## src/amc_pkg.sv

```systemverilog
package amc_pkg;

    // Register offsets as printed for the serial port's register space.
    localparam logic [7:0] ADDR_IRQ_STATUS = 8'h01;
    localparam logic [7:0] ADDR_MODE_STATUS = 8'h02;
    localparam logic [7:0] ADDR_OP_MODE = 8'h08;
    localparam logic [7:0] ADDR_RATE_CFG = 8'h09;
    localparam logic [7:0] ADDR_ROUTE_CFG = 8'h0A;
    localparam logic [7:0] ADDR_HOLD_CFG = 8'h0B;
    localparam logic [7:0] ADDR_IDLE_LO = 8'h0D;
    localparam logic [7:0] ADDR_IDLE_HI = 8'h0E;
    localparam logic [7:0] ADDR_X_LO = 8'h10;
    localparam logic [7:0] ADDR_X_HI = 8'h11;

    // Values after reset and masks of the bits that can be stored.
    localparam logic [7:0] OP_MODE_RST = 8'h00;
    localparam logic [7:0] RATE_CFG_RST = 8'h07;
    localparam logic [7:0] ROUTE_CFG_RST = 8'h00;
    localparam logic [7:0] HOLD_CFG_RST = 8'h00;
    localparam logic [7:0] IDLE_RST = 8'h00;
    localparam logic [7:0] OP_MODE_MASK = 8'hE3;
    localparam logic [7:0] RATE_CFG_MASK = 8'h7F;

    // Field positions.
    localparam int EXT_SAMPLE_BIT = 7;
    localparam int EXT_CLOCK_BIT = 6;
    localparam int SPI_WIRE_BIT = 5;
    localparam int SOFT_RESET_BIT = 4;
    localparam int LOWPASS_BIT = 3;
    localparam int ACT_PIN_TWO_BIT = 7;
    localparam int IDLE_PIN_TWO_BIT = 6;
    localparam int ACT_PIN_ONE_BIT = 5;
    localparam int IDLE_PIN_ONE_BIT = 4;
    localparam int POL_PIN_TWO_BIT = 3;
    localparam int POL_PIN_ONE_BIT = 2;
    localparam int STS_ACT_BIT = 7;
    localparam int STS_IDLE_BIT = 0;

    // Operation mode codes and the fastest rate code.
    localparam logic [1:0] MODE_DOWN = 2'h0;
    localparam logic [1:0] MODE_WAKE = 2'h1;
    localparam logic [1:0] MODE_MEAS = 2'h2;
    localparam logic [2:0] RATE_MAX_CODE = 3'h6;
    localparam logic [3:0] HOLD_LATCHED = 4'h1;
    localparam logic [3:0] HOLD_FIRST_TIMED = 4'h2;

    // Times in nanoseconds and the derived counts of 40 MHz cycles.
    localparam int CLK_PERIOD_NS = 25;
    localparam int RATE_BASE_NS = 2500000;
    localparam int HOLD_BASE_NS = 2500000;
    localparam int PULSE_NS = 25000;
    localparam int IDLE_UNIT_NS = 40000000;
    localparam int RATE_BASE_CYC = RATE_BASE_NS / CLK_PERIOD_NS;
    localparam int HOLD_BASE_CYC = HOLD_BASE_NS / CLK_PERIOD_NS;
    localparam int PULSE_CYC = PULSE_NS / CLK_PERIOD_NS;
    localparam int IDLE_UNIT_CYC = IDLE_UNIT_NS / CLK_PERIOD_NS;

    typedef enum logic [1:0] {AMC_DOWN, AMC_WAKE, AMC_MEAS} amc_state_t;

    // One register access taken from the serial port.
    typedef struct packed {
        logic wr;
        logic rd;
        logic [7:0] addr;
        logic [7:0] wdata;
    } amc_req_t;

    // Configuration seen by the sensing front end.
    typedef struct packed {
        logic ext_sample;
        logic ext_clock;
        logic spi_three_wire;
        logic lowpass_enable;
        logic [2:0] sample_rate_select;
        logic z_capture_enable;
        logic y_capture_enable;
        logic x_capture_enable;
        logic [1:0] range_select;
        logic [1:0] mode_select;
    } amc_cfg_t;

    // Whole state of the register bank.
    typedef struct packed {
        amc_state_t op_state;
        logic [7:0] op_mode_reg;
        logic [7:0] rate_reg;
        logic [7:0] route_reg;
        logic [7:0] hold_reg;
        logic [7:0] idle_lo_reg;
        logic [7:0] idle_hi_reg;
        logic act_flag;
        logic idle_flag;
        logic [11:0] x_value;
        logic [7:0] rdata;
        logic sample_strobe;
        logic [22:0] rate_cnt;
        logic [20:0] idle_cnt;
        logic [15:0] idle_units;
        logic [2:0] clk_sync;
        logic [2:0] trig_sync;
        logic [1:0] pin_out;
        logic [1:0] pin_oe;
    } amc_core_t;

    localparam amc_core_t AMC_CORE_RST = '{op_state: AMC_DOWN, rate_reg: RATE_CFG_RST,
        pin_oe: 2'h3, default: '0};

    // State of one interrupt pin's hold logic.
    typedef struct packed {
        logic active;
        logic [29:0] count;
    } amc_hold_t;

endpackage : amc_pkg

```

## src/amc_mode_ctrl_regs.sv

```systemverilog
// Notes on behaviour
// Mode field: 2 measure, 1 wakeup, 0 power down; resets to power down.
// External sample bit makes rising edges on pin two trigger samples.
// External clock bit makes pin one's clock the time base.
// Wire-mode bit: 1 three-wire serial, 0 four-wire, reset four-wire.
// Rate codes 0 to 6 give 6.25 to 400 Hz sampling.
// Filter bit inserts the low pass filter; reset bypasses it.
// Z, Y, X enable bits gate capture; all reset enabled.
// Automatic wakeup to measure change raises activity.
// Automatic measure to wakeup change raises inactivity.
// Activity routed to pin two by bit 7, pin one by bit 5.
// Inactivity routed to pin two by bit 6, pin one by bit 4.
// Polarity bits 3 and 2 make pins two and one active low.
// Range codes 0 to 3 select 2g, 4g, 8g, 16g full scale.
// Hold codes 2 to 15 double from 2.5 ms to 20.5 s.
// Hold code 1 keeps pin asserted until status register read.
// Hold code 0 gives roughly 25 us pulse.
// Pin one hold field behaves exactly like pin two's.
// Idle timer counts 40 ms units of no motion before wakeup.
// Idle timer is 16 bits, upper and lower byte registers.
// X low register shows sample bits 3 to 0 in bits 7 to 4.
// X high register shows sample bits 11 to 4.
// Reading interrupt status clears all pending sources.
// Soft reset write restores configuration defaults; bit reads zero.
// Host reads both X bytes as one burst for coherence; amc_host reads them as two single accesses, and X high is not latched.
`timescale 1ns/10ps
module amc_mode_ctrl_regs import amc_pkg::*; #(
    parameter int RATE_BASE = RATE_BASE_CYC,
    parameter int HOLD_BASE = HOLD_BASE_CYC,
    parameter int IDLE_UNIT = IDLE_UNIT_CYC
) (
    // Clock and reset.
    input wire logic core_clk,
    input wire logic resetn,
    // Register access from the serial port.
    input wire amc_req_t reg_req,
    output logic [7:0] reg_rdata,
    // Sensing front end.
    input wire logic motion_detect,
    input wire logic x_sample_valid,
    input wire logic [11:0] x_sample_value,
    output logic sample_strobe,
    output amc_cfg_t cfg,
    // First interrupt pin, also the external clock input.
    input wire logic first_irq_pin_in,
    output logic first_irq_pin_out,
    output logic first_irq_pin_oe,
    // Second interrupt pin, also the external sample trigger input.
    input wire logic second_irq_pin_in,
    output logic second_irq_pin_out,
    output logic second_irq_pin_oe
);

    amc_core_t st_reg;
    amc_core_t st_next;
    logic op_wr;
    logic soft_rst;
    logic status_rd;
    logic clk_edge;
    logic trig_edge;
    logic tick;
    logic [2:0] rate_eff;
    logic [22:0] rate_period;
    logic [15:0] timeout;
    logic act_set;
    logic idle_set;
    logic rate_hit;
    logic [1:0] pin_event;
    logic [1:0] pin_active;
    logic [1:0] pin_pol;
    logic [3:0] hold_sel [2];

    // Decode of the access taken in this cycle.
    assign op_wr = reg_req.wr && (reg_req.addr == ADDR_OP_MODE);
    assign soft_rst = op_wr && reg_req.wdata[SOFT_RESET_BIT];
    assign status_rd = reg_req.rd && (reg_req.addr == ADDR_IRQ_STATUS);

    // Edges use only the second and third synchroniser stages.
    assign clk_edge = st_reg.clk_sync[1] && !st_reg.clk_sync[2];
    assign trig_edge = st_reg.trig_sync[1] && !st_reg.trig_sync[2];

    // pin clock base
    assign tick = st_reg.op_mode_reg[EXT_CLOCK_BIT] ? clk_edge : 1'b1;

    // rate to period
    assign rate_eff = (st_reg.rate_reg[6:4] > RATE_MAX_CODE) ? RATE_MAX_CODE :
        st_reg.rate_reg[6:4];
    assign rate_period = (st_reg.op_state == AMC_WAKE) ? (23'(RATE_BASE) << RATE_MAX_CODE) :
        (23'(RATE_BASE) << (RATE_MAX_CODE - rate_eff));

    // sixteen bit timeout
    assign timeout = {st_reg.idle_hi_reg, st_reg.idle_lo_reg};

    // Route the two mode events and pick polarity and hold per pin.
    // activity routing
    // inactivity routing
    assign pin_event[0] = (st_reg.act_flag == 1'b0 && act_set && st_reg.route_reg[ACT_PIN_ONE_BIT])
        || (act_set && st_reg.route_reg[ACT_PIN_ONE_BIT])
        || (idle_set && st_reg.route_reg[IDLE_PIN_ONE_BIT]);
    assign pin_event[1] = (act_set && st_reg.route_reg[ACT_PIN_TWO_BIT])
        || (idle_set && st_reg.route_reg[IDLE_PIN_TWO_BIT]);
    assign pin_pol = {st_reg.route_reg[POL_PIN_TWO_BIT], st_reg.route_reg[POL_PIN_ONE_BIT]};
    assign hold_sel[0] = st_reg.hold_reg[3:0];
    assign hold_sel[1] = st_reg.hold_reg[7:4];

    // identical pin holds
    for (genvar p = 0; p < 2; p++) begin : g_pin
        amc_pin_hold #(
            .HOLD_BASE(HOLD_BASE)
        ) u_hold (
            .core_clk(core_clk),
            .resetn(resetn),
            .tick(tick),
            .event_in(pin_event[p]),
            .status_clear(status_rd),
            .hold_select(hold_sel[p]),
            .active(pin_active[p])
        );
    end

    // Next state of the whole bank.
    always_comb begin
        st_next = st_reg;
        act_set = 1'b0;
        idle_set = 1'b0;
        rate_hit = 1'b0;
        st_next.sample_strobe = 1'b0;
        st_next.clk_sync = {st_reg.clk_sync[1:0], first_irq_pin_in};
        st_next.trig_sync = {st_reg.trig_sync[1:0], second_irq_pin_in};

        // Register writes; reserved bits are never stored so they read zero.
        if (reg_req.wr) begin
            case (reg_req.addr)
                ADDR_OP_MODE: begin
                    if (reg_req.wdata[SOFT_RESET_BIT]) begin
                        // defaults restored
                        st_next.op_mode_reg = OP_MODE_RST;
                        st_next.rate_reg = RATE_CFG_RST;
                        st_next.route_reg = ROUTE_CFG_RST;
                        st_next.hold_reg = HOLD_CFG_RST;
                        st_next.idle_lo_reg = IDLE_RST;
                        st_next.idle_hi_reg = IDLE_RST;
                    end else begin
                        // wire mode stored
                        st_next.op_mode_reg = reg_req.wdata & OP_MODE_MASK;
                    end
                end
                ADDR_RATE_CFG: st_next.rate_reg = reg_req.wdata & RATE_CFG_MASK;
                ADDR_ROUTE_CFG: st_next.route_reg = reg_req.wdata;
                ADDR_HOLD_CFG: st_next.hold_reg = reg_req.wdata;
                ADDR_IDLE_LO: st_next.idle_lo_reg = reg_req.wdata;
                ADDR_IDLE_HI: st_next.idle_hi_reg = reg_req.wdata;
                default: ;
            endcase
        end

        // host mode select
        if (op_wr) begin
            st_next.idle_cnt = '0;
            st_next.idle_units = '0;
            if (soft_rst) begin
                st_next.op_state = AMC_DOWN;
            end else begin
                case (reg_req.wdata[1:0])
                    MODE_MEAS: st_next.op_state = AMC_MEAS;
                    MODE_WAKE: st_next.op_state = AMC_WAKE;
                    default: st_next.op_state = AMC_DOWN;
                endcase
            end
        end else begin
            unique case (st_reg.op_state)
                AMC_DOWN: ;
                AMC_WAKE: begin
                    // wake to measure
                    if (motion_detect && st_reg.op_mode_reg[1:0] == MODE_MEAS) begin
                        st_next.op_state = AMC_MEAS;
                        act_set = 1'b1;
                        st_next.idle_cnt = '0;
                        st_next.idle_units = '0;
                    end
                end
                AMC_MEAS: begin
                    if (motion_detect) begin
                        st_next.idle_cnt = '0;
                        st_next.idle_units = '0;
                    end else if (tick) begin
                        // 40 ms units
                        if (st_reg.idle_cnt >= 21'(IDLE_UNIT - 1)) begin
                            st_next.idle_cnt = '0;
                            st_next.idle_units = st_reg.idle_units + 16'h1;
                            // measure to wake
                            if (timeout != 16'h0 && st_reg.idle_units == timeout - 16'h1) begin
                                st_next.op_state = AMC_WAKE;
                                idle_set = 1'b1;
                                st_next.idle_units = '0;
                            end
                        end else begin
                            st_next.idle_cnt = st_reg.idle_cnt + 21'h1;
                        end
                    end
                end
            endcase
        end

        // Internal rate timer; stopped in power down and while sampling is external.
        if (st_reg.op_state == AMC_DOWN || st_reg.op_mode_reg[EXT_SAMPLE_BIT]) begin
            st_next.rate_cnt = '0;
        end else if (tick) begin
            if (st_reg.rate_cnt >= rate_period - 23'h1) begin
                st_next.rate_cnt = '0;
                rate_hit = 1'b1;
            end else begin
                st_next.rate_cnt = st_reg.rate_cnt + 23'h1;
            end
        end

        // external trigger sample
        if (st_reg.op_state != AMC_DOWN) begin
            st_next.sample_strobe = st_reg.op_mode_reg[EXT_SAMPLE_BIT] ? trig_edge : rate_hit;
        end

        // X capture gate
        if (x_sample_valid && st_reg.rate_reg[0]) begin
            st_next.x_value = x_sample_value;
        end

        // read clears flags
        st_next.act_flag = act_set || (st_reg.act_flag && !status_rd);
        st_next.idle_flag = idle_set || (st_reg.idle_flag && !status_rd);

        // Read data is registered, so it appears one cycle after the request.
        if (reg_req.rd) begin
            case (reg_req.addr)
                ADDR_IRQ_STATUS: begin
                    st_next.rdata = '0;
                    st_next.rdata[STS_ACT_BIT] = st_reg.act_flag;
                    st_next.rdata[STS_IDLE_BIT] = st_reg.idle_flag;
                end
                ADDR_MODE_STATUS: st_next.rdata = {5'h00, st_reg.op_state == AMC_MEAS,
                    st_reg.op_state == AMC_WAKE, st_reg.op_state == AMC_DOWN};
                ADDR_OP_MODE: st_next.rdata = st_reg.op_mode_reg;
                ADDR_RATE_CFG: st_next.rdata = st_reg.rate_reg;
                ADDR_ROUTE_CFG: st_next.rdata = st_reg.route_reg;
                ADDR_HOLD_CFG: st_next.rdata = st_reg.hold_reg;
                ADDR_IDLE_LO: st_next.rdata = st_reg.idle_lo_reg;
                ADDR_IDLE_HI: st_next.rdata = st_reg.idle_hi_reg;
                // low nibble layout
                ADDR_X_LO: st_next.rdata = {st_reg.x_value[3:0], 4'h0};
                // high byte layout
                ADDR_X_HI: st_next.rdata = st_reg.x_value[11:4];
                default: st_next.rdata = 8'h00;
            endcase
        end

        // pin polarity
        st_next.pin_out = pin_active ^ pin_pol;
        // A pin used as a clock or trigger input is released, never fought.
        st_next.pin_oe = {!st_reg.op_mode_reg[EXT_SAMPLE_BIT], !st_reg.op_mode_reg[EXT_CLOCK_BIT]};
    end

    always_ff @(posedge core_clk or negedge resetn) begin
        if (!resetn) begin
            st_reg <= AMC_CORE_RST;
        end else begin
            st_reg <= st_next;
        end
    end

    // Outputs straight from the state flip-flops.
    assign reg_rdata = st_reg.rdata;
    assign sample_strobe = st_reg.sample_strobe;
    assign first_irq_pin_out = st_reg.pin_out[0];
    assign second_irq_pin_out = st_reg.pin_out[1];
    assign first_irq_pin_oe = st_reg.pin_oe[0];
    assign second_irq_pin_oe = st_reg.pin_oe[1];
    // filter control
    // range control
    assign cfg = '{ext_sample: st_reg.op_mode_reg[EXT_SAMPLE_BIT],
        ext_clock: st_reg.op_mode_reg[EXT_CLOCK_BIT],
        spi_three_wire: st_reg.op_mode_reg[SPI_WIRE_BIT],
        lowpass_enable: st_reg.rate_reg[LOWPASS_BIT],
        sample_rate_select: st_reg.rate_reg[6:4],
        z_capture_enable: st_reg.rate_reg[2],
        y_capture_enable: st_reg.rate_reg[1],
        x_capture_enable: st_reg.rate_reg[0],
        range_select: st_reg.route_reg[1:0],
        mode_select: st_reg.op_mode_reg[1:0]};

    chk_mode_meas_write: assert property (@(posedge core_clk) disable iff (!resetn)
        (op_wr && !soft_rst && reg_req.wdata[1:0] == MODE_MEAS) |=> st_reg.op_state == AMC_MEAS)
        else $error("measurement mode not entered after write");

    chk_ext_trig_sample: assert property (@(posedge core_clk) disable iff (!resetn)
        (st_reg.op_mode_reg[EXT_SAMPLE_BIT] && st_reg.op_state != AMC_DOWN && trig_edge)
        |=> sample_strobe)
        else $error("external trigger produced no sample");

    chk_ext_clock_hold: assert property (@(posedge core_clk) disable iff (!resetn)
        (st_reg.op_mode_reg[EXT_CLOCK_BIT] && !clk_edge && !op_wr && !motion_detect
        && st_reg.op_state == AMC_MEAS) |=> $stable(st_reg.idle_cnt))
        else $error("idle count moved without an external clock edge");

    chk_wire_mode: assert property (@(posedge core_clk) disable iff (!resetn)
        (op_wr && !soft_rst) |=> cfg.spi_three_wire == $past(reg_req.wdata[SPI_WIRE_BIT]))
        else $error("wire mode bit not taken from write");

    chk_act_event: assert property (@(posedge core_clk) disable iff (!resetn)
        (st_reg.op_state == AMC_WAKE && !op_wr && motion_detect
        && st_reg.op_mode_reg[1:0] == MODE_MEAS) |=> st_reg.act_flag && st_reg.op_state == AMC_MEAS)
        else $error("activity not raised on wakeup exit");

    chk_idle_event: assert property (@(posedge core_clk) disable iff (!resetn)
        (st_reg.op_state == AMC_MEAS && st_next.op_state == AMC_WAKE && !op_wr)
        |=> st_reg.idle_flag)
        else $error("inactivity not raised on measurement exit");

    chk_pin_polarity: assert property (@(posedge core_clk) disable iff (!resetn)
        ##1 1'b1 |-> first_irq_pin_out == ($past(pin_active[0]) ^ $past(pin_pol[0])))
        else $error("pin one level does not follow polarity");

    chk_status_clear: assert property (@(posedge core_clk) disable iff (!resetn)
        (status_rd && !act_set && !idle_set) |=> !st_reg.act_flag && !st_reg.idle_flag)
        else $error("status read left a source pending");

    chk_x_low_layout: assert property (@(posedge core_clk) disable iff (!resetn)
        (reg_req.rd && reg_req.addr == ADDR_X_LO)
        |=> reg_rdata == {$past(st_reg.x_value[3:0]), 4'h0})
        else $error("X low byte layout wrong");

    chk_soft_reset: assert property (@(posedge core_clk) disable iff (!resetn)
        soft_rst |=> st_reg.rate_reg == RATE_CFG_RST && st_reg.op_mode_reg == OP_MODE_RST)
        else $error("soft reset did not restore defaults");

endmodule : amc_mode_ctrl_regs

```

## src/amc_pin_hold.sv

```systemverilog
`timescale 1ns/10ps
module amc_pin_hold import amc_pkg::*; #(
    parameter int HOLD_BASE = HOLD_BASE_CYC
) (
    // Clock and reset.
    input wire logic core_clk,
    input wire logic resetn,
    // Time base, event and clear.
    input wire logic tick,
    input wire logic event_in,
    input wire logic status_clear,
    input wire logic [3:0] hold_select,
    // Pin level before polarity.
    output logic active
);

    amc_hold_t st_reg;
    amc_hold_t st_next;

    // An event reloads the hold; it wins over a clear in the same cycle.
    always_comb begin
        st_next = st_reg;
        if (event_in) begin
            st_next.active = 1'b1;
            if (hold_select == 4'h0) begin
                // short pulse
                st_next.count = 30'(PULSE_CYC);
            end else if (hold_select == HOLD_LATCHED) begin
                st_next.count = '0;
            end else begin
                // doubling hold
                st_next.count = 30'(HOLD_BASE) << (hold_select - HOLD_FIRST_TIMED);
            end
        end else if (st_reg.active) begin
            if (hold_select == HOLD_LATCHED) begin
                // latched until read
                if (status_clear) begin
                    st_next.active = 1'b0;
                end
            end else if (tick) begin
                st_next.count = st_reg.count - 30'h1;
                if (st_reg.count <= 30'h1) begin
                    st_next.active = 1'b0;
                end
            end
        end
    end

    always_ff @(posedge core_clk or negedge resetn) begin
        if (!resetn) begin
            st_reg <= '0;
        end else begin
            st_reg <= st_next;
        end
    end

    assign active = st_reg.active;

    chk_latch_holds: assert property (@(posedge core_clk) disable iff (!resetn)
        (st_reg.active && hold_select == HOLD_LATCHED && !status_clear)
        |=> st_reg.active)
        else $error("latched pin released without a status read");

    chk_hold_load: assert property (@(posedge core_clk) disable iff (!resetn)
        (event_in && hold_select >= HOLD_FIRST_TIMED)
        |=> st_reg.count == (30'(HOLD_BASE) << ($past(hold_select) - HOLD_FIRST_TIMED)))
        else $error("timed hold loaded with wrong length");

    chk_pulse_load: assert property (@(posedge core_clk) disable iff (!resetn)
        (event_in && hold_select == 4'h0) |=> st_reg.active && st_reg.count == 30'(PULSE_CYC))
        else $error("non-latched pulse has wrong length");

endmodule : amc_pin_hold

```

## config.mk

```make
export PLATFORM = sky130hd
export DESIGN_NAME = amc_mode_ctrl_regs
export DESIGN_NICKNAME = d
export VERILOG_FILES = /design/src/amc_pkg.sv /design/src/amc_mode_ctrl_regs.sv /design/src/amc_pin_hold.sv
export SDC_FILE = /design/constraint.sdc
export NUM_CORES = 1
export LEC_CHECK = 0
export BUFFER_PORTS_ARGS = -buffer_cell sky130_fd_sc_hd__buf_2
export CAP_MARGIN = 20
export CORE_ASPECT_RATIO = 0.7
export CORE_MARGIN = 4
export CORE_UTILIZATION = 55
export DETAILED_ROUTE_END_ITERATION = 8
export HOLD_SLACK_MARGIN = 0.03
export MAX_ROUTING_LAYER = met4
export PLACE_DENSITY_LB_ADDON = 0.08
export SKIP_CTS_REPAIR_TIMING = 1
export SLEW_MARGIN = 20
export SYNTH_ARGS = -nofsm -noshare
export SYNTH_HDL_FRONTEND = slang
export SYNTH_HIERARCHICAL = 1
export SYNTH_SLANG_ARGS = --single-unit
export TNS_END_PERCENT = 20
```

## constraint.sdc

```tcl
create_clock -name core_clk -period 8.2 [get_ports core_clk]
set_clock_uncertainty 0.2 [all_clocks]
set_input_delay 0.41 -clock core_clk [delete_from_list [all_inputs] [get_ports core_clk]]
set_output_delay 0.41 -clock core_clk [all_outputs]
set_load 0.01 [all_outputs]
```

==> results.yml, run 1 <==
setup_path:
  cp-start-kind: "flip-flop"
  reg2reg_to: "g_pin[0].u_hold/st_reg[13]"
  cp-endpoint: "g_pin[0].u_hold/st_reg[13]"
  worst-r2r-setup-slack_ps: 2310
  cp-end-kind: "flip-flop"
  rr_startpoint: "st_reg[101]"
  worstPathRequired_ps: 8390
  critPathLaunch: "st_reg[101]"
  reg2regPathDepth: 14
  cp.arrival_ps: 6090
  cp_max_fo: 17
  crit_type: "reg -> reg"
clock_tree:
  cts.clk_slew.worst_paths_ps: 60
  h-tree-depth: 1
  cts_buffers: 22
  clock_latency_ps: 520
  clock_sinks: 201
  root_buffer: "clkbuf_16"
  cts_max_path_buffers: 3
  cts_tree: "built"
place:
  buffer_ports.inserted: 62
  place_area_um2: 13900
  place_congestion: 0.982
  dpl_worst_slack_ps: 2500
  dp_hpwl_mm: 28.7
sta:
  min_period_ps: 5890
  worst_hold_slack_ps: 69.0
  worstMarginPinSlew_ps: 1090
  relSlewSlack_pct: 27.5
  fmax_ghz: 0.170
  report.final.slew_viol_count: 0
  setup_tns_ps: 0
  period_share_pct: 71.9
  worst_slack_ps: 2310
  hold_viol: 0
  rsz0062_at_grt: "false"
  setup_violations: 0
synth:
  synth_edf_count: 0
  synth_cell_type_count: 90
  synth_nets: 1661
  ys_warn_count: 6
  synth-seq-cells: 201
  synthArstFlopShare_pct: 100
  synthCells: 1574
  syn_area_per_cell_um2: 8.63
  syn-cell-area_um2: 13600
  ys.flop_type: "dfrtp_1"
  synth.yosys.seq_area_share_pct: 37.1
pwr:
  switching_share_pct: 29.5
  power.density_nw_per_um2: 178
  p_seq_share_pct: 43.3
  p_sw_uw: 779
  intPower_uw: 1860
  pwr-share-comb_pct: 16.8
  p_leak_uw: 0.00604
  pwr-share-clk_pct: 39.9
  irDropWorstVdd_mv: 0.134
layout:
  final_util_pct: 61.9
  largest_reg_flops: 98
  drive_above_1_share_pct: 11.4
  fin_nets: 1666
  layout_common_cells: "dfrtp_1, nor2_1, nand2_1, a21oi_1, o21ai_0"
  final_common_cell: "dfrtp_1"
  final_area_um2: 14800
  synthToLayoutAreaGrowth_pct: 9.08
global_routing:
  globalRouteTotalUtil_pct: 29.2
  grt_pass1_wl_mm: 64.0
  grt_max_degree: 127
  grt_pass1_vias: 11400
  grt_overflow: 0
  grt_antenna_before_repair: 1
worst_hold_path:
  min_from: "reg_req[5]"
  holdPathStages: 3
  hold_path_class: "in -> reg"
routing:
  wl_per_cell_um: 20.9
  routed_wl_mm: 40.0
  ant_nets: 0
  dr.pass1.iters: 5
  num_vias: 12600
  drtIter0Drc: 1286
  post_drt_via_cell_ratio: 6.56
  drc: 0
die:
  die_h_um: 139
  die_w_um: 196
  die-area_um2: 27300
  core_area_um2: 23900
  num_rows: 47
  ios: 63
  initial_utilization_pct: 56.7
run:
  cap_violations: 0
status:
  outcome: "finished clean"
[area by class of cell]
class	instances	area [um^2]
diodes	1	2.50
clock buffers	30	642
clock inverters	10	128
fillers	2032	9120
inverters	62	233
multi-input cells	1206	7820
flip-flops and latches	201	5040
well taps	318	398
repair buffers	86	558
[cells in the mapped netlist, types with 7 or more instances]
master    count  share of area [%]
clkbuf_1     66                1.8
o41ai_1      11               0.71
o22ai_1       9               0.41
nand2b_1     23                1.1
mux2_2       21                1.7
nor3_1       56                2.1
a22o_1       42                2.7
nand2_1     117                3.2
nor4_2        7               0.64
o21a_1        8               0.44
and3_1       15               0.69
or3_1        19               0.88
or4_1        14               0.77
o31a_1        8               0.52
and2_1        8               0.37
a211oi_1     21                1.2
a31oi_1      39                1.8
nand3b_1     12               0.66
a22oi_1      14               0.77
o21ai_1      12               0.44
a21oi_1      92                3.4
xor2_1       20                1.3
a21o_1        7               0.39
xnor2_1      25                1.6
a221oi_1      7               0.45
nor2b_1      11               0.51
nor4_1       29                1.3
mux2i_1      14                1.0
inv_1        61                1.7
nand3_1      75                2.8
ha_1         51                4.7
buf_4        23                1.3
nor2_1      144                4.0
nand4_1      25                1.2
o21ai_0      92                3.4
o31ai_1      11               0.61
o211ai_1     16               0.88
or2_2        10               0.46
dfrtp_1     196                 36
buf_1         8               0.22
[power groups by stage]
stage	Combinational, uW	Clock (uW)	Sequential [uW]
floorplan	327	0	1110
global placement	417	0	1160
detailed placement	426	0	1160
CTS	428	1070	1140
global route	487	1120	1150
finish	443	1060	1140
[layer usage]
layer / track usage (%) / vias to the layer above / share of wire [%]
met5: - / - / 0
met4: 4.88 / 0 / 1.7
met3: 7.27 / 53 / 10
met2: 38.3 / 559 / 40
met1: 45.8 / 6041 / 48
li1: - / 5910 / -
[through the flow]
step                instances  total power, uW
floorplan                1574             1440
global placement         1857             1570
detailed placement       1857             1580
CTS                      1897             2640
global route             1914             2750
finish                   1914             2640
[worst max-delay path: stages, from the launching register on]
cell       delay [ps]
dfrtp_1           480
inv_1             100
ha_1              380
or4b_4            560
nor3_1            260
o2111ai_1         160
nand3_1           490
nand2_1           230
or4_4             640
o21ai_2           480
inv_1             420
nand2_1           620
nor2_1            160
a32o_1            230
a221o_1           330
[kinds of logic after synthesis]
kind of cell,Yosys count,synth area share (%)
compound gates,471,23.8
mux,35,2.77
flops,201,37.1
simple gates,603,23.2
buf+inv,167,5.46
fa+ha+maj,51,4.70
xor+xnor,46,3.07
[how the worst min path moves through the flow]
stage	to	slack (ps)
after detailed placement	st_next[6]	140
after CTS	st_next[8]	-210
after global placement	st_next[6]	130
after global routing	st_reg[95]	80
final	cfg[11]	70
after floorplan	cfg[0]	-90
(Power assumes the default switching activity.)
==> run 2: changes to the inputs <==
==> constraint.sdc (replaced) <==
create_clock -name core_clk -period 5.9 [get_ports core_clk]
set_clock_uncertainty 0.2 [all_clocks]
set_input_delay 0.295 -clock core_clk [delete_from_list [all_inputs] [get_ports core_clk]]
set_output_delay 0.295 -clock core_clk [all_outputs]
set_load 0.01 [all_outputs]
==> results.yml, run 2 (same netlist as run 1, synthesis figures left out) <==
status:
  outcome: "finished clean"
clock_tree:
  h-tree-depth: 1
  cts_tree: "built"
  cts_max_path_buffers: 3
  cts_buffers: 22
  root_buffer: "clkbuf_16"
  clock_sinks: 201
  clock_latency_ps: 510
  cts.clk_slew.worst_paths_ps: 60
die:
  initial_utilization_pct: 56.7
  die_h_um: 139
  ios: 63
  num_rows: 47
  die_w_um: 196
  die-area_um2: 27300
  core_area_um2: 23900
global_routing:
  grt_antenna_before_repair: 0
  grt_pass1_vias: 11500
  globalRouteTotalUtil_pct: 29.4
  grt_overflow: 0
  grt_pass1_wl_mm: 64.8
  grt_max_degree: 162
place:
  buffer_ports.inserted: 62
  dpl_worst_slack_ps: 719
  dp_hpwl_mm: 29.2
  place_area_um2: 14000
  place_congestion: 0.962
pwr:
  p_sw_uw: 1100
  p_seq_share_pct: 41.5
  switching_share_pct: 28.7
  pwr-share-comb_pct: 16.4
  p_leak_uw: 0.00618
  intPower_uw: 2730
  power.density_nw_per_um2: 254
  irDropWorstVdd_mv: 0.304
  pwr-share-clk_pct: 42.1
sta:
  setup_tns_ps: 0
  period_share_pct: 88.5
  relSlewSlack_pct: 30.8
  min_period_ps: 5220
  hold_viol: 0
  fmax_ghz: 0.192
  worstMarginPinSlew_ps: 1030
  report.final.slew_viol_count: 0
  rsz0062_at_grt: "false"
  worst_slack_ps: 680
  setup_violations: 0
setup_path:
  critPathLaunch: "st_reg[101]"
  crit_buf_inv: 1
  worstPathRequired_ps: 6090
  cp-end-kind: "flip-flop"
  path_cells: "inv_1, ha_1, or4b_4, o41ai_2, xor2_1, a32o_2, nand3_1, or4_4, o21ai_2, mux2_2, a32oi_1, o31ai_1, nor3_1, nor3_1"
  crit_type: "reg -> reg"
  cpMaxStageDelayCell: "or4_4"
  cp_max_fo: 15
  rr_startpoint: "st_reg[101]"
  cp-start-kind: "flip-flop"
  cpMostUsedCell: "nor3_1"
  max_stage_delay_ps: 590
  cp.arrival_ps: 5420
  crit_family: "compound AO/OA/AOI/OAI gates"
  worst-r2r-setup-slack_ps: 680
layout:
  drive_above_1_share_pct: 12.2
  fin_nets: 1690
  synthToLayoutAreaGrowth_pct: 11.1
  largest_reg_flops: 98
  final_area_um2: 15100
  layout_common_cells: "dfrtp_1, nor2_1, nand2_1, a21oi_1, o21ai_0"
  final_common_cell: "dfrtp_1"
routing:
  routed_wl_mm: 40.8
  ant_nets: 0
  num_vias: 12900
  wl_per_cell_um: 21.0
  drc: 0
  post_drt_via_cell_ratio: 6.65
  drtIter0Drc: 1507
  dr.pass1.iters: 6
worst_hold_path:
  min_from: "reg_req[12]"
  hold_path_class: "in -> reg"
run:
  cap_violations: 0
[run 2: changes by cell type in the layout (fill, tap and decap cells not counted), sizes merged]
| cell | delta |
|---|---|
| dlygate4sd3 | +9 |
| clkinv | -4 |
| bufinv | +3 |
| buf | +14 |
| clkinvlp | +2 |
[run 2: metrics by stage]
stage	std cells	total power, uW	util, %	hold slack [ps]
after global routing	1937	3990	63.0	83.2
after CTS	1913	3830	62.0	-494
after detailed placement	1873	2210	58.5	43.3
final	1938	3830	63.0	50.3
after global placement	1873	2210	58.5	40.4
after floorplan	1574	2000	-	-201
[run 2: worst register-to-register path, delay by kind of cell (launching register included)]
kind,cells,cell delay (ps)
mux,1,390
simple gates,5,1640
compound gates,5,1740
fa+ha+maj,1,390
buf+inv,1,90
flops,1,470
xor+xnor,1,180
[run 2: power groups by stage]
stage | combinational [uW] | clock [uW] | sequential, uW
2_1_floorplan | 454 | 0 | 1550
3_3_place_gp | 599 | 0 | 1610
3_5_place_dp | 606 | 0 | 1610
4_1_cts | 609 | 1640 | 1580
5_1_grt | 694 | 1700 | 1600
6_report | 630 | 1610 | 1590
[run 2: area by class of cell]
type	instances	area (um^2)
antenna	1	2.50
clock buffer	29	638
clock inverter	11	213
fill	2037	8850
inverter	62	233
multi-input combinational	1206	7820
sequential	201	5040
tap	318	398
timing repair buffer	110	752
[run 2: final timing paths]
check,cells past startpoint,end
worst max-delay path,14,g_pin[0].u_hold/st_reg[5]
worst min-delay path,4,reg_rdata[2]
worst max register to register,14,g_pin[0].u_hold/st_reg[5]
worst min register to register,0,st_next[9]
max in group asynchronous,3,st_next[6]
min in group asynchronous,2,g_pin[1].u_hold/st_reg[10]
[run 2: routing by layer]
layer / track usage, % / up-vias / wire, um
li1: - / 5965 / -
met1: 46.0 / 6225 / 19200
met2: 38.5 / 649 / 16600
met3: 8.36 / 47 / 4460
met4: 4.00 / 0 / 545
met5: - / - / 0
==> run 3: changes to the inputs <==
--- a/config.mk
+++ b/config.mk
@@ -8,12 +8,11 @@
 export BUFFER_PORTS_ARGS = -buffer_cell sky130_fd_sc_hd__buf_2
 export CAP_MARGIN = 20
 export CORE_ASPECT_RATIO = 0.7
-export CORE_MARGIN = 4
 export CORE_UTILIZATION = 55
 export DETAILED_ROUTE_END_ITERATION = 8
 export HOLD_SLACK_MARGIN = 0.03
 export MAX_ROUTING_LAYER = met4
-export PLACE_DENSITY_LB_ADDON = 0.08
+export PLACE_DENSITY = 0.73
 export SKIP_CTS_REPAIR_TIMING = 1
 export SLEW_MARGIN = 20
 export SYNTH_ARGS = -nofsm -noshare
==> results.yml, run 3 (same netlist as run 1, synthesis figures left out) <==
die:
  die_h_um: 133
  die-area_um2: 25300
  num_rows: 47
  die_w_um: 190
  initial_utilization_pct: 56.7
  ios: 63
  core_area_um2: 23900
sta:
  worst_slack_ps: 395
  report.final.slew_viol_count: 0
  fmax_ghz: 0.182
  worstMarginPinSlew_ps: 1090
  min_period_ps: 5510
  hold_viol: 0
  rsz0062_at_grt: "false"
  relSlewSlack_pct: 26.5
  worst_hold_slack_ps: 41.8
  setup_violations: 0
  period_share_pct: 93.3
  setup_tns_ps: 0
layout:
  final_common_cell: "dfrtp_1"
  final_util_pct: 62.2
  drive_above_1_share_pct: 11.8
  largest_reg_flops: 98
  layout_common_cells: "dfrtp_1, nor2_1, nand2_1, a21oi_1, o21ai_0"
  synthToLayoutAreaGrowth_pct: 9.66
  fin_nets: 1683
routing:
  num_vias: 13000
  post_drt_via_cell_ratio: 6.73
  routed_wl_mm: 40.7
  drc: 0
  dr.pass1.iters: 6
  wl_per_cell_um: 21.1
  drtIter0Drc: 1514
  ant_nets: 0
setup_path:
  worstPathRequired_ps: 6110
  cp-start-kind: "flip-flop"
  crit_family: "simple AND/OR/NAND/NOR gates"
  crit_type: "reg -> reg"
  max_stage_delay_ps: 640
  cp-end-kind: "flip-flop"
  cp_max_fo: 16
  critPathLaunch: "st_reg[101]"
  path_cells: "inv_1, ha_1, or4b_4, nor3_1, o2111ai_1, nand3_1, nand2_1, or4_4, o21ai_2, inv_1, nand2_1, nor2_1, a32o_1, a221o_1"
  rr_startpoint: "st_reg[101]"
  cpMaxStageDelayCell: "or4_4"
  cp.arrival_ps: 5710
  crit_buf_inv: 2
place:
  dp_hpwl_mm: 28.9
  place_congestion: 1.03
  dpl_worst_slack_ps: 574
  buffer_ports.inserted: 62
global_routing:
  grt_overflow: 0
  grt_pass1_wl_mm: 63.8
  grt_pass1_vias: 11500
  grt_max_degree: 79
  grt_antenna_before_repair: 2
  globalRouteTotalUtil_pct: 32.7
clock_tree:
  cts_tree: "built"
  clock_sinks: 201
  clock_latency_ps: 530
  h-tree-depth: 1
  root_buffer: "clkbuf_16"
  cts_max_path_buffers: 3
  cts.clk_slew.worst_paths_ps: 60
  cts_buffers: 22
status:
  outcome: "finished clean"
pwr:
  irDropWorstVdd_mv: 0.227
  p_leak_uw: 0.00609
  power.density_nw_per_um2: 243
  power_uw: 3610
worst_hold_path:
  min_from: "reg_req[9]"
  hold_path_class: "in -> reg"
run:
  cap_violations: 0
==> run 3: per-stage QoR <==
stage	instance area (um^2)	cells
CTS	14600	1905
floorplan	13600	1574
global route	14900	1931
global placement	13900	1866
detailed placement	13900	1866
finish	14900	1931
==> run 3: layout make-up <==
| type | instances | area [um^2] |
|---|---|---|
| Clock inverter | 10 | 78.8 |
| Timing Repair Buffer | 103 | 687 |
| Fill cell | 2022 | 9040 |
| Tap cell | 318 | 398 |
| Clock buffer | 29 | 638 |
| Multi-Input combinational cell | 1206 | 7820 |
| Sequential cell | 201 | 5040 |
| Inverter | 62 | 233 |
| Antenna cell | 2 | 5.00 |
==> run 3: layer usage <==
metal / vias to the layer above / GRT usage [%] / share of wire [%]
met2: 727 / 42.1 / 40
li1: 5957 / - / -
met1: 6227 / 51.0 / 46
met4: 0 / 6.72 / 2.1
met3: 81 / 7.67 / 11
met5: - / - / 0
==> run 3: worst paths after layout <==
kind                                         endpoint  slack [ps]  depth (start not counted)
max reg2reg                g_pin[0].u_hold/st_reg[13]         390                         14
min reg2reg                                st_next[6]         160                          0
max in group asynchronous   g_pin[0].u_hold/st_reg[0]        3990                          3
min                                      reg_rdata[2]          40                          3
min in group asynchronous  g_pin[1].u_hold/st_reg[10]         190                          2
max                        g_pin[0].u_hold/st_reg[13]         390                         14
==> run 3: worst register-to-register path: stages (launching register included) <==
cell and delay (ps):
dfrtp_1 470, inv_1 90, ha_1 390, or4b_4 570
nor3_1 310, o2111ai_1 150, nand3_1 510, nand2_1 260
or4_4 640, o21ai_2 400, inv_1 390, nand2_1 310
nor2_1 140, a32o_1 220, a221o_1 340
==> run 3: where the power goes <==
group / internal (uW) / switching, uW / total, uW
clock: 804 / 588 / 1390
sequential: 1470 / 123 / 1590
combinational: 232 / 396 / 629
total: 2510 / 1110 / 3610
